### config.mk
export PLATFORM = sky130hd
export DESIGN_NAME = homing_sequencer_switch_z
export DESIGN_NICKNAME = d
export VERILOG_FILES = /design/src/shared/homing_pkg.sv /design/src/rtl/homing_sequencer_switch_z.sv
export VERILOG_INCLUDE_DIRS = /design/src /design/src/shared
export SDC_FILE = /design/constraint.sdc
export NUM_CORES = 1
export LEC_CHECK = 0
export ABC_AREA = 0
export BUFFER_PORTS_ARGS = -buffer_cell sky130_fd_sc_hd__buf_2
export CORE_MARGIN = 2
export CORE_UTILIZATION = 30
export DETAILED_ROUTE_END_ITERATION = 10
export GPL_TIMING_DRIVEN = 0
export RECOVER_POWER = 50
export SLEW_MARGIN = 10
export SYNTH_ARGS = -nofsm -noshare
export SYNTH_HDL_FRONTEND = slang
export SYNTH_SLANG_ARGS = --single-unit
### constraint.sdc
create_clock -name clk -period 10 [get_ports clk]
set_input_delay 1.5 -clock clk [delete_from_list [all_inputs] [get_ports clk]]
set_output_delay 1.5 -clock clk [all_outputs]
set_load 0.005 [all_outputs]
### src/shared/homing_params.svh
// constants for the switch-and-index homing sequencer
// assumes a single 100 MHz clock and the homing_pkg types
`ifndef HOMING_PARAMS_SVH
`define HOMING_PARAMS_SVH

// homing method codes handled here
`define HS_METHOD_7 4'h7
`define HS_METHOD_8 4'h8
`define HS_METHOD_9 4'h9
`define HS_METHOD_10 4'hA
`define HS_METHOD_11 4'hB

// clock and time base
`define HS_CLK_PERIOD_NS 10
`define HS_MS_NS 1000000

// pin synchroniser bit positions
`define HS_PIN_W 5
`define HS_PIN_TRIG 0
`define HS_PIN_HOME 1
`define HS_PIN_FLIM 2
`define HS_PIN_RLIM 3
`define HS_PIN_Z 4

// widths
`define HS_SPEED_W 15
`define HS_POS_W 32
`define HS_MS_CNT_W 17
`define HS_SETTLE_W 16
`define HS_WINDOW_W 16

// reset values
`define HS_SPEED_ZERO 15'h0000
`define HS_POS_ZERO 32'h00000000
`define HS_MS_CNT_ZERO 17'h00000
`define HS_MS_CNT_ONE 17'h00001
`define HS_SETTLE_ZERO 16'h0000
`define HS_SETTLE_ONE 16'h0001

`endif

### src/shared/homing_pkg.sv
// types for the switch-and-index homing sequencer
// assumes homing_params.svh for widths
`include "homing_params.svh"

package homing_pkg;

  // command to the motion loop
  typedef struct packed {
    logic run;
    logic fwd;
    logic [`HS_SPEED_W-1:0] speed;
  } motion_cmd_t;

  // sequencer phases
  typedef enum logic [8:0] {
    ST_IDLE     = 9'b000000001,
    ST_SEEK     = 9'b000000010,
    ST_LIMREV   = 9'b000000100,
    ST_PASS     = 9'b000001000,
    ST_APPROACH = 9'b000010000,
    ST_ZWAIT    = 9'b000100000,
    ST_SETTLE   = 9'b001000000,
    ST_DONE     = 9'b010000000,
    ST_FAULT    = 9'b100000000
  } home_state_t;

endpackage

### src/rtl/homing_sequencer_switch_z.sv
// homing sequencer for methods 7 to 11: home switch, one limit switch, index pulse
// assumes switch and index pins are asynchronous; parameters and position come from clk logic
//
// What this block does
// - start on trigger; home level picks start
// - 7-10 use forward limit, 11 reverse
// - m7 low: fast forward, reverse slow, Z low
// - m7 high: reverse slow, Z while low
// - m7 limit: reverse fast, slow at home
// - m8 low: fast forward, slow at home
// - m8 high: reverse, forward on low, Z
// - m8 limit: fast through home, slow back
// - m9 low: slow at home, reverse on low
// - m9 high: forward slow, reverse on low
// - m9 limit: reverse, slow at home, Z
// - m10 low: fast then slow, Z low
// - m10 high: forward slow, Z while low
// - m10 limit: reverse, reverse again at home
// - m11 low: reverse fast, forward slow, Z low
// - m11 high: forward slow, Z while low
// - m11 limit: reverse limit flips, slow at home
// - first speed fast, second slow, 0 to 32767
// - done after window, zero speed, settle time
`timescale 1ns/1ps
`include "homing_params.svh"

module homing_sequencer_switch_z #(
  parameter int unsigned MS_CYCLES = `HS_MS_NS / `HS_CLK_PERIOD_NS
) (
  input wire logic clk,
  input wire logic arst_n,
  input wire logic homing_trigger_input,
  input wire logic home_switch_input,
  input wire logic forward_limit_input,
  input wire logic reverse_limit_input,
  input wire logic index_pulse_input,
  input wire logic [3:0] homing_method,
  input wire logic [`HS_SPEED_W-1:0] fast_homing_speed,
  input wire logic [`HS_SPEED_W-1:0] slow_homing_speed,
  input wire logic [`HS_WINDOW_W-1:0] zero_window_size,
  input wire logic [`HS_SETTLE_W-1:0] done_settle_time,
  input wire logic [`HS_POS_W-1:0] encoder_position,
  input wire logic speed_ref_zero,
  output homing_pkg::motion_cmd_t motion_cmd,
  output logic [`HS_POS_W-1:0] zero_position,
  output logic zero_found,
  output logic homing_busy,
  output logic homing_fault,
  output logic homing_done_output
);

  // ***************************************************
  // pin synchronisers and edge detect
  // ***************************************************
  logic [`HS_PIN_W-1:0] pins;
  logic [`HS_PIN_W-1:0] meta_reg;
  logic [`HS_PIN_W-1:0] sync_reg;
  logic [`HS_PIN_W-1:0] prev_reg;

  assign pins = {index_pulse_input, reverse_limit_input, forward_limit_input,
                 home_switch_input, homing_trigger_input};

  genvar gi;
  generate
    for (gi = 0; gi < `HS_PIN_W; gi++) begin : g_sync
      always_ff @(posedge clk or negedge arst_n) begin
        if (!arst_n) begin
          meta_reg[gi] <= 1'b0;
          sync_reg[gi] <= 1'b0;
          prev_reg[gi] <= 1'b0;
        end else begin
          meta_reg[gi] <= pins[gi];
          sync_reg[gi] <= meta_reg[gi];
          prev_reg[gi] <= sync_reg[gi];
        end
      end
    end
  endgenerate

  logic trig_rise;
  logic home_s;
  logic home_rise;
  logic home_fall;
  logic z_rise;
  logic limit_s;

  assign trig_rise = sync_reg[`HS_PIN_TRIG] & ~prev_reg[`HS_PIN_TRIG];
  assign home_s = sync_reg[`HS_PIN_HOME];
  assign home_rise = home_s & ~prev_reg[`HS_PIN_HOME];
  assign home_fall = ~home_s & prev_reg[`HS_PIN_HOME];
  assign z_rise = sync_reg[`HS_PIN_Z] & ~prev_reg[`HS_PIN_Z];

  // ***************************************************
  // sequencer
  // ***************************************************
  homing_pkg::home_state_t state_reg;
  homing_pkg::motion_cmd_t cmd_reg;
  logic [3:0] method_reg;
  logic zq_low_reg;
  logic [`HS_POS_W-1:0] zero_pos_reg;
  logic zero_found_reg;
  logic method_ok;
  logic can_start;
  logic z_take;
  logic settle_met;
  logic in_window;

  assign method_ok = (homing_method >= `HS_METHOD_7) && (homing_method <= `HS_METHOD_11);
  assign can_start = (state_reg == homing_pkg::ST_IDLE) || (state_reg == homing_pkg::ST_DONE) ||
                     (state_reg == homing_pkg::ST_FAULT);
  // method 11 watches the reverse limit, the others the forward one
  assign limit_s = (method_reg == `HS_METHOD_11) ? sync_reg[`HS_PIN_RLIM]
                                                 : sync_reg[`HS_PIN_FLIM];
  // index qualified by home low where the method asks for it
  assign z_take = z_rise && (!zq_low_reg || !home_s);

  always_ff @(posedge clk or negedge arst_n) begin
    if (!arst_n) begin
      state_reg <= homing_pkg::ST_IDLE;
      cmd_reg <= '{run: 1'b0, fwd: 1'b1, speed: `HS_SPEED_ZERO};
      method_reg <= `HS_METHOD_7;
      zq_low_reg <= 1'b1;
    end else if (trig_rise && can_start) begin
      method_reg <= homing_method;
      zq_low_reg <= 1'b1;
      if (!method_ok) begin
        state_reg <= homing_pkg::ST_FAULT;
        cmd_reg.run <= 1'b0;
      end else if (!home_s) begin
        state_reg <= homing_pkg::ST_SEEK;
        cmd_reg <= '{run: 1'b1, fwd: (homing_method != `HS_METHOD_11),
                     speed: fast_homing_speed};
      end else if (homing_method == `HS_METHOD_7) begin
        state_reg <= homing_pkg::ST_ZWAIT;
        cmd_reg <= '{run: 1'b1, fwd: 1'b0, speed: slow_homing_speed};
      end else if (homing_method == `HS_METHOD_8) begin
        state_reg <= homing_pkg::ST_PASS;
        cmd_reg <= '{run: 1'b1, fwd: 1'b0, speed: slow_homing_speed};
      end else if (homing_method == `HS_METHOD_9) begin
        state_reg <= homing_pkg::ST_PASS;
        cmd_reg <= '{run: 1'b1, fwd: 1'b1, speed: slow_homing_speed};
      end else begin
        state_reg <= homing_pkg::ST_ZWAIT;
        cmd_reg <= '{run: 1'b1, fwd: 1'b1, speed: slow_homing_speed};
      end
    end else begin
      unique case (state_reg)
        homing_pkg::ST_SEEK: begin
          if (limit_s && !home_s) begin
            state_reg <= homing_pkg::ST_LIMREV;
            cmd_reg.fwd <= !cmd_reg.fwd;
          end else if (home_rise) begin
            cmd_reg.speed <= slow_homing_speed;
            if (method_reg == `HS_METHOD_7) begin
              state_reg <= homing_pkg::ST_ZWAIT;
              cmd_reg.fwd <= 1'b0;
            end else if (method_reg == `HS_METHOD_8) begin
              state_reg <= homing_pkg::ST_ZWAIT;
              zq_low_reg <= 1'b0;
            end else if (method_reg == `HS_METHOD_9) begin
              state_reg <= homing_pkg::ST_PASS;
            end else if (method_reg == `HS_METHOD_10) begin
              state_reg <= homing_pkg::ST_ZWAIT;
            end else begin
              state_reg <= homing_pkg::ST_ZWAIT;
              cmd_reg.fwd <= 1'b1;
            end
          end
        end
        homing_pkg::ST_LIMREV: begin
          if (home_rise) begin
            if (method_reg == `HS_METHOD_8) begin
              state_reg <= homing_pkg::ST_PASS;
            end else begin
              state_reg <= homing_pkg::ST_ZWAIT;
              cmd_reg.speed <= slow_homing_speed;
              if (method_reg == `HS_METHOD_9) begin
                zq_low_reg <= 1'b0;
              end
              if (method_reg == `HS_METHOD_10) begin
                cmd_reg.fwd <= !cmd_reg.fwd;
              end
            end
          end
        end
        homing_pkg::ST_PASS: begin
          if (home_fall) begin
            state_reg <= homing_pkg::ST_APPROACH;
            cmd_reg.fwd <= !cmd_reg.fwd;
            cmd_reg.speed <= slow_homing_speed;
          end
        end
        homing_pkg::ST_APPROACH: begin
          if (home_rise) begin
            state_reg <= homing_pkg::ST_ZWAIT;
            zq_low_reg <= 1'b0;
          end
        end
        homing_pkg::ST_ZWAIT: begin
          if (z_take) begin
            state_reg <= homing_pkg::ST_SETTLE;
            cmd_reg.run <= 1'b0;
          end
        end
        homing_pkg::ST_SETTLE: begin
          if (settle_met) begin
            state_reg <= homing_pkg::ST_DONE;
          end
        end
        homing_pkg::ST_DONE: begin
          if (!in_window || !speed_ref_zero) begin
            state_reg <= homing_pkg::ST_SETTLE;
          end
        end
        homing_pkg::ST_IDLE, homing_pkg::ST_FAULT: begin
          cmd_reg.run <= 1'b0;
        end
      endcase
    end
  end

  // ***************************************************
  // zero point capture
  // ***************************************************
  always_ff @(posedge clk or negedge arst_n) begin
    if (!arst_n) begin
      zero_pos_reg <= `HS_POS_ZERO;
      zero_found_reg <= 1'b0;
    end else begin
      zero_found_reg <= (state_reg == homing_pkg::ST_ZWAIT) && z_take;
      if ((state_reg == homing_pkg::ST_ZWAIT) && z_take) begin
        zero_pos_reg <= encoder_position;
      end
    end
  end

  // ***************************************************
  // completion: window, zero speed, settle time
  // ***************************************************
  logic [`HS_POS_W-1:0] pos_diff;
  logic [`HS_POS_W-1:0] pos_abs;
  logic hold_ok;
  logic [`HS_MS_CNT_W-1:0] ms_cnt_reg;
  logic ms_tick;
  logic [`HS_SETTLE_W-1:0] settle_cnt_reg;

  assign pos_diff = encoder_position - zero_pos_reg;
  assign pos_abs = pos_diff[`HS_POS_W-1] ? (~pos_diff + `HS_POS_W'(1)) : pos_diff;
  assign in_window = pos_abs <= {{(`HS_POS_W-`HS_WINDOW_W){1'b0}}, zero_window_size};
  assign hold_ok = in_window && speed_ref_zero &&
                   ((state_reg == homing_pkg::ST_SETTLE) || (state_reg == homing_pkg::ST_DONE));
  assign ms_tick = (ms_cnt_reg == `HS_MS_CNT_W'(MS_CYCLES - 1));
  assign settle_met = hold_ok && (settle_cnt_reg >= done_settle_time);

  always_ff @(posedge clk or negedge arst_n) begin
    if (!arst_n) begin
      ms_cnt_reg <= `HS_MS_CNT_ZERO;
    end else if (!hold_ok || ms_tick) begin
      ms_cnt_reg <= `HS_MS_CNT_ZERO;
    end else begin
      ms_cnt_reg <= ms_cnt_reg + `HS_MS_CNT_ONE;
    end
  end

  always_ff @(posedge clk or negedge arst_n) begin
    if (!arst_n) begin
      settle_cnt_reg <= `HS_SETTLE_ZERO;
    end else if (!hold_ok) begin
      settle_cnt_reg <= `HS_SETTLE_ZERO;
    end else if (ms_tick && (settle_cnt_reg < done_settle_time)) begin
      settle_cnt_reg <= settle_cnt_reg + `HS_SETTLE_ONE;
    end
  end

  // ***************************************************
  // outputs
  // ***************************************************
  logic done_reg;

  always_ff @(posedge clk or negedge arst_n) begin
    if (!arst_n) begin
      done_reg <= 1'b0;
    end else begin
      done_reg <= settle_met && !(trig_rise && can_start);
    end
  end

  assign motion_cmd = cmd_reg;
  assign zero_position = zero_pos_reg;
  assign zero_found = zero_found_reg;
  assign homing_busy = cmd_reg.run;
  assign homing_fault = (state_reg == homing_pkg::ST_FAULT);
  assign homing_done_output = done_reg;
endmodule

### Word level (Yosys, flattened, before mapping)

Index checks and enable logic that the tools add are counted.

| storage, ports and cells | value |
|---|---|
| bits in latches | 0 |
| word-level logic and storage cells | 167 |
| output and inout port bits | 53 |
| memories | 0 |
| RAM bits | 0 |
| ROM bits | 0 |
| input port bits | 106 |
| bits in registers | 111 |

| cells by class | value |
|---|---|
| multipliers | 0 |
| divide/modulo/power cells | 0 |
| multiplexer cells | 54 |
| $lt $le $gt $ge | 5 |
| bitwise gates (word level) | 9 |
| $add $sub $neg | 4 |
| reduce and logical (&&, ||, !) cells | 33 |
| equality and inequality tests | 38 |
| shift-type cells | 0 |

Operator list:

| kind | number |
|---|---|
| 16-bit two-way mux | 10 |
| 9-bit two-way mux | 10 |
| 9-bit case mux with 7 select lines | 1 |
| 6-bit two-way mux | 8 |
| 16-bit case mux with 3 select lines | 1 |
| 17-bit two-way mux | 2 |
| 32-bit by 1-bit adder with 32-bit output (second input constant) | 1 |
| 32-bit by 16-bit <= comparator with 1-bit output | 1 |
| 32-bit two-way mux | 1 |
| 32-bit NOT | 1 |
| 32-bit subtractor | 1 |
| 3-bit inequality test (second input constant) | 10 |
| 4-bit equality test (second input constant) | 6 |
| 1-bit two-way mux | 18 |
| 17-bit by 1-bit adder with 17-bit output (second input constant) | 1 |
| 17-bit equality test (second input constant) | 1 |
| 16-bit by 1-bit adder with 16-bit output (second input constant) | 1 |
| 16-bit greater-or-equal comparator | 1 |
| 16-bit less-than comparator | 1 |
| 15-bit two-way mux | 1 |
| 5-bit inequality test (second input constant) | 3 |
| 1-bit logical AND | 10 |
| 10-bit AND reduction | 1 |
| 9-bit by 1-bit equality test with 1-bit output (second input constant) | 1 |
| 29 further kinds | 51 |

### Depth between registers and ports, before layout

| logic depth | value |
|---|---|
| word-level depth | 11 |
| mapped depth | 30 |
| depth with buffers taken out | 25 |

### Least setup slack after synthesis

Ideal clock, no wire load.

| timing path | value |
|---|---|
| path type | input-to-reg |
| from | in encoder_position[16] |
| to | reg ms_cnt_reg[10] |
| slack | 3.158 ns |
| setup time | 0.070 ns |
| required time | 9.930 ns |
| data arrival time | 6.773 ns |
| stages | 29 |
| path buffers | 5 |
| cells stage by stage | ha_1 clkbuf_1 a21oi_1 o21ai_0 a21o_1 or4_1 o21bai_1 nand3_1 nand2_1 clkbuf_1 clkbuf_1 nor2_1 a21oi_1 ha_1 nor2b_1 o21a_1 o21a_1 o21a_1 o211ai_1 nand3_1 a22oi_1 o311ai_0 nor4_1 nand4_1 or3b_1 buf_2 or2_1 buf_6 nor2_2 |

| between the ends | value |
|---|---|
| word-level cells in the longest chain between the ends | 10 |

RTL lines:

| item | RTL line | text |
|---|---|---|
| start: declaration | homing_sequencer_switch_z.sv:42 | `` input wire logic [`HS_POS_W-1:0] encoder_position, `` |
| 32-bit subtractor * | homing_sequencer_switch_z.sv:247 | `assign pos_diff = encoder_position - zero_pos_reg;` |
| 32-bit NOT | homing_sequencer_switch_z.sv:248 | `` assign pos_abs = pos_diff[`HS_POS_W-1] ? (~pos_diff + `HS_POS_W'(1)) : pos_diff; `` |
| 32-bit by 1-bit adder with 32-bit output | homing_sequencer_switch_z.sv:248 |  |
| 32-bit two-way mux * | homing_sequencer_switch_z.sv:248 |  |
| 32-bit by 16-bit <= comparator with 1-bit output * | homing_sequencer_switch_z.sv:249 | `` assign in_window = pos_abs <= {{(`HS_POS_W-`HS_WINDOW_W){1'b0}}, zero_window_size}; `` |
| 1-bit logical AND * (2 in a row) | homing_sequencer_switch_z.sv:250 | `assign hold_ok = in_window && speed_ref_zero &&` |
| 1-bit logical NOT * | n/a |  |
| 1-bit logical OR * | homing_sequencer_switch_z.sv:258 | `end else if (!hold_ok \|\| ms_tick) begin` |
| 17-bit two-way mux * | homing_sequencer_switch_z.sv:258 |  |
| end signal: assignment | homing_sequencer_switch_z.sv:257 | `` ms_cnt_reg <= `HS_MS_CNT_ZERO; `` |
| end signal: assignment | homing_sequencer_switch_z.sv:259 | `` ms_cnt_reg <= `HS_MS_CNT_ZERO; `` |
| end signal: assignment | homing_sequencer_switch_z.sv:261 | `` ms_cnt_reg <= ms_cnt_reg + `HS_MS_CNT_ONE; `` |
| end: declaration | homing_sequencer_switch_z.sv:243 | `` logic [`HS_MS_CNT_W-1:0] ms_cnt_reg; `` |

Mark *: on every way between the ends. The rest lies on a longest branch, timed or not.
A chain may end at the register's enable or synchronous reset.

### Worst setup path after layout

| timing path | value |
|---|---|
| from | in encoder_position[16] |
| to | reg state_reg[5] |

| between the ends | value |
|---|---|
| word-level cells in the longest chain between the ends | 10 |
| elaborated cells between the ends (all ways) | 13 |
| those cells by class | add/sub (2); order compare (1); eq/ne (2); mux (1); bitwise (1); reduce/logical (6) |

RTL lines:

| item | RTL line | text |
|---|---|---|
| 32-bit subtractor * | homing_sequencer_switch_z.sv:247 |  |
| 32-bit NOT | homing_sequencer_switch_z.sv:248 |  |
| 32-bit by 1-bit adder with 32-bit output | homing_sequencer_switch_z.sv:248 |  |
| 32-bit two-way mux * | homing_sequencer_switch_z.sv:248 |  |
| 32-bit by 16-bit <= comparator with 1-bit output * | homing_sequencer_switch_z.sv:249 |  |
| 1-bit logical AND (2 in a row) | homing_sequencer_switch_z.sv:250 |  |
| 1-bit logical AND | homing_sequencer_switch_z.sv:253 | `assign settle_met = hold_ok && (settle_cnt_reg >= done_settle_time);` |
| 3-bit by 2-bit inequality test with 1-bit output (no line) | n/a |  |
| 8-bit AND reduction (no line) * | n/a |  |
| end signal: assignment | homing_sequencer_switch_z.sv:201 | `state_reg <= homing_pkg::ST_SETTLE;` |
| end signal: assignment | homing_sequencer_switch_z.sv:207 | `state_reg <= homing_pkg::ST_DONE;` |
| end signal: assignment | homing_sequencer_switch_z.sv:212 | `state_reg <= homing_pkg::ST_SETTLE;` |
| end: declaration | homing_sequencer_switch_z.sv:96 | `homing_pkg::home_state_t state_reg;` |

Marks and branches as above.

==> impl_metrics.yaml <==
critical_path:
  required_ns: 10.26
  cp_num_cells: 28
  r2r_setup_slack_ns: 2.82
  cp.arrival_ns: 8.29
  crit_buf_inv: 4
  cp-end-kind: "flop"
  slowest_delay_ns: 0.66
  crit_end: "state_reg[5]"
  critical_path_class: "primary input to flop"
  crit_slowest_cell: "a2111oi_0"
  timing.rr.start: "zero_position[16]"
  worstSetupStartpoint: "encoder_position[16]"
  cp-start-kind: "primary input"
  path_max_fanout: 10
  reg2regPathDepth: 28
  path_delay_family: "compound AO/OA/AOI/OAI gates"
  r2r_end: "state_reg[5]"
power:
  power_frac_comb_pct: 70.2
  p_seq_share_pct: 18.5
  total_power_mw: 3.32
  vdd_drop_max_mv: 0.129
  swShare_pct: 50.6
  pwr-share-clk_pct: 11.3
  switching_power_mw: 1.68
  p_per_area_nw_per_um2: 306
  intPower_mw: 1.64
  total_leakage_power_nw: 4.76
timing:
  setup_violations: 0
  rsz0062_at_grt: "false"
  fin_hold_ws_ns: 0.353
  finalCriticalPeriod_ns: 8.03
  max_freq_mhz: 125
  slew_headroom_pct: -210
  setup_tns_ns: 0
  fin_skew_ns: 0.0109
  worst_pin_slew_ns: 4.65
  hold_viol_final: 0
  fin_crit_sh_pct: 80.3
  maxSlewViolCount: 114
clock_tree:
  cts_made_buffers: 9
  clkSlewWorstSetupHoldPaths_ns: 0.09
  cts_sinks: 111
  holdBufCountCts: 0
  clockBufferDepth: 2
  ctsResizeCount: 0
  clk_latency_ns: 0.37
  cts_root_buf: "clkbuf_16"
  htreeDepth: 3
  cts_setup_buffers: 0
  cts_tree: "done"
floorplan:
  coreArea_um2: 30500
  fp.dieW_um: 180
  die_area_um2: 32400
  fp.dieH_um: 180
  io_pins: 159
  num_rows: 64
  start_util_pct: 30.4
run:
  max_cap_violations: 2
synthesis:
  syn-num-nets: 1330
  ys_top_cells_by_area: "dfrtp_1 28%, ha_1 8.9%, nand2_1 5.5%, nor2_1 4.4%, o21ai_0 4.0%"
  synth.top_cell.area_share_pct: 28.3
  avgSynthCellArea_um2: 8.02
  synth_commonest_cells: "136 x nand2_1, 108 x nor2_1, 105 x dfrtp_1"
  async_reset_ff_share_pct: 100
  synth_most_common_cell: "nand2_1"
  yosysUniqueCellTypes: 86
  synthCells: 1157
  ys_ff_latch: 111
  ys_seq_area_share_pct: 30.0
  synth_area_um2: 9280
  ys_warn_count: 0
  synth_edf_count: 0
  synth_ff_type: "dfrtp_1"
  synth_largest_area_cell: "dfrtp_1"
layout:
  n_fill_cell: 3200
  largest_reg_flops: 32
  drive_gt1_share_pct: 16.7
  fin_area_um2: 10900
  syn_to_final_growth_pct: 17.0
  final_util_pct: 35.6
  nets: 1500
placed_design:
  gp_congestion: 0.908
  placed_cell_area_um2: 10600
  port_buffers: 158
  place_hpwl_um: 21100
routing:
  firstDrtPassIters: 5
  vias: 9027
  antenna_left: 0
  wl_um: 26500
  drc: 0
  vias_per_cell: 5.22
  avgRoutedWirePerCell_um: 15.3
  drt_iter0_drc: 582
grt:
  grt_pass1_wl_um: 43700
  track_usage_pct: 16.2
  grt_max_degree: 86
  antenna_found_initial: 2
  grt_pass1_vias: 8773
  grt-ovfl-total: 0
hold_path:
  min_from: "meta_reg[0]"
  worstHoldPathType: "flop to flop"
outcome:
  status: "complete, but fails checks"
  failed_checks: "capacitance limit, slew limit"
## final cells by class
| type | instances | area [um2] | area share (%) |
|---|---|---|---|
| Clock buffer | 10 | 229 | 2.11 |
| Timing Repair Buffer | 159 | 790 | 7.27 |
| Antenna cell | 2 | 5.00 | 0.0461 |
| Clock inverter | 6 | 61.3 | 0.564 |
| Multi-Input combinational cell | 924 | 6010 | 55.3 |
| Sequential cell | 111 | 2790 | 25.6 |
| Tap cell | 396 | 495 | 4.56 |
| Buffer | 46 | 204 | 1.88 |
| Inverter | 76 | 285 | 2.63 |
## routing by layer
metal	vias up	routed length, um	track usage (%)	part of all wire, %
li1	4517	-	-	-
met1	4316	12500	21.1	47
met2	164	12900	27.6	48
met3	30	719	2.15	2.7
met4	0	465	5.33	1.8
met5	-	0	0	0
## power groups by stage
stage	Sequential (mW)	Combinational [mW]	Clock, mW
after global placement	0.622	2.29	0
after floorplan	0.632	1.67	0
after global routing	0.634	2.61	0.406
after CTS	0.617	2.33	0.392
final	0.616	2.33	0.375
after detailed placement	0.625	2.31	0
## cells in the final DEF, fill, tap and decap left out, types with 5 or more instances in the layout
cell       instances
mux2_2             6
and3_1            17
nand4_1           24
nand2b_1           8
and2_1            15
o31a_1             5
a21oi_1           72
nor3_1            30
dfstp_2            6
xnor2_1           28
clkbuf_16          9
or4_1              6
mux2i_1           23
o21ai_0           74
nor2_1           108
ha_1              66
dfrtp_1          105
o211ai_1          12
nor2_2             9
a21o_1            12
nand2_1          136
o22ai_1            7
xor2_1            36
o31ai_1            9
o21a_1            23
nand3_1           37
or3_1             13
a211oi_1          10
nor2b_1           11
a31oi_1           13
inv_1             76
nor4_1            11
buf_2            163
nor3b_1            6
clkbuf_1          39
and4_1             9
## how the worst min path moves through the flow
stage                             end  depth (start not counted)
final                     sync_reg[0]                          0
after global routing      sync_reg[2]                          0
after CTS                 sync_reg[0]                          0
after detailed placement       home_s                          0
after global placement    sync_reg[4]                          0
after floorplan                home_s                          0
## through the flow
step,setup slack [ns],std cells
2_1_floorplan,3.16,1157
5_1_grt,1.29,1730
4_1_cts,1.95,1728
6_report,1.97,1730
3_5_place_dp,1.58,1712
3_3_place_gp,1.60,1711
## cells by family (layout without fill, tap and decap cells)
group,Yosys count,in the layout,synth area share (%)
buf+inv,122,297,5.27
other cells,0,2,0
simple gates,466,466,25.3
flops,111,111,30.0
xor+xnor,64,64,6.04
mux,30,30,3.33
compound gates,297,297,21.0
fa+ha+maj,67,67,9.11
Note: power is estimated with default switching activity, not from simulation.
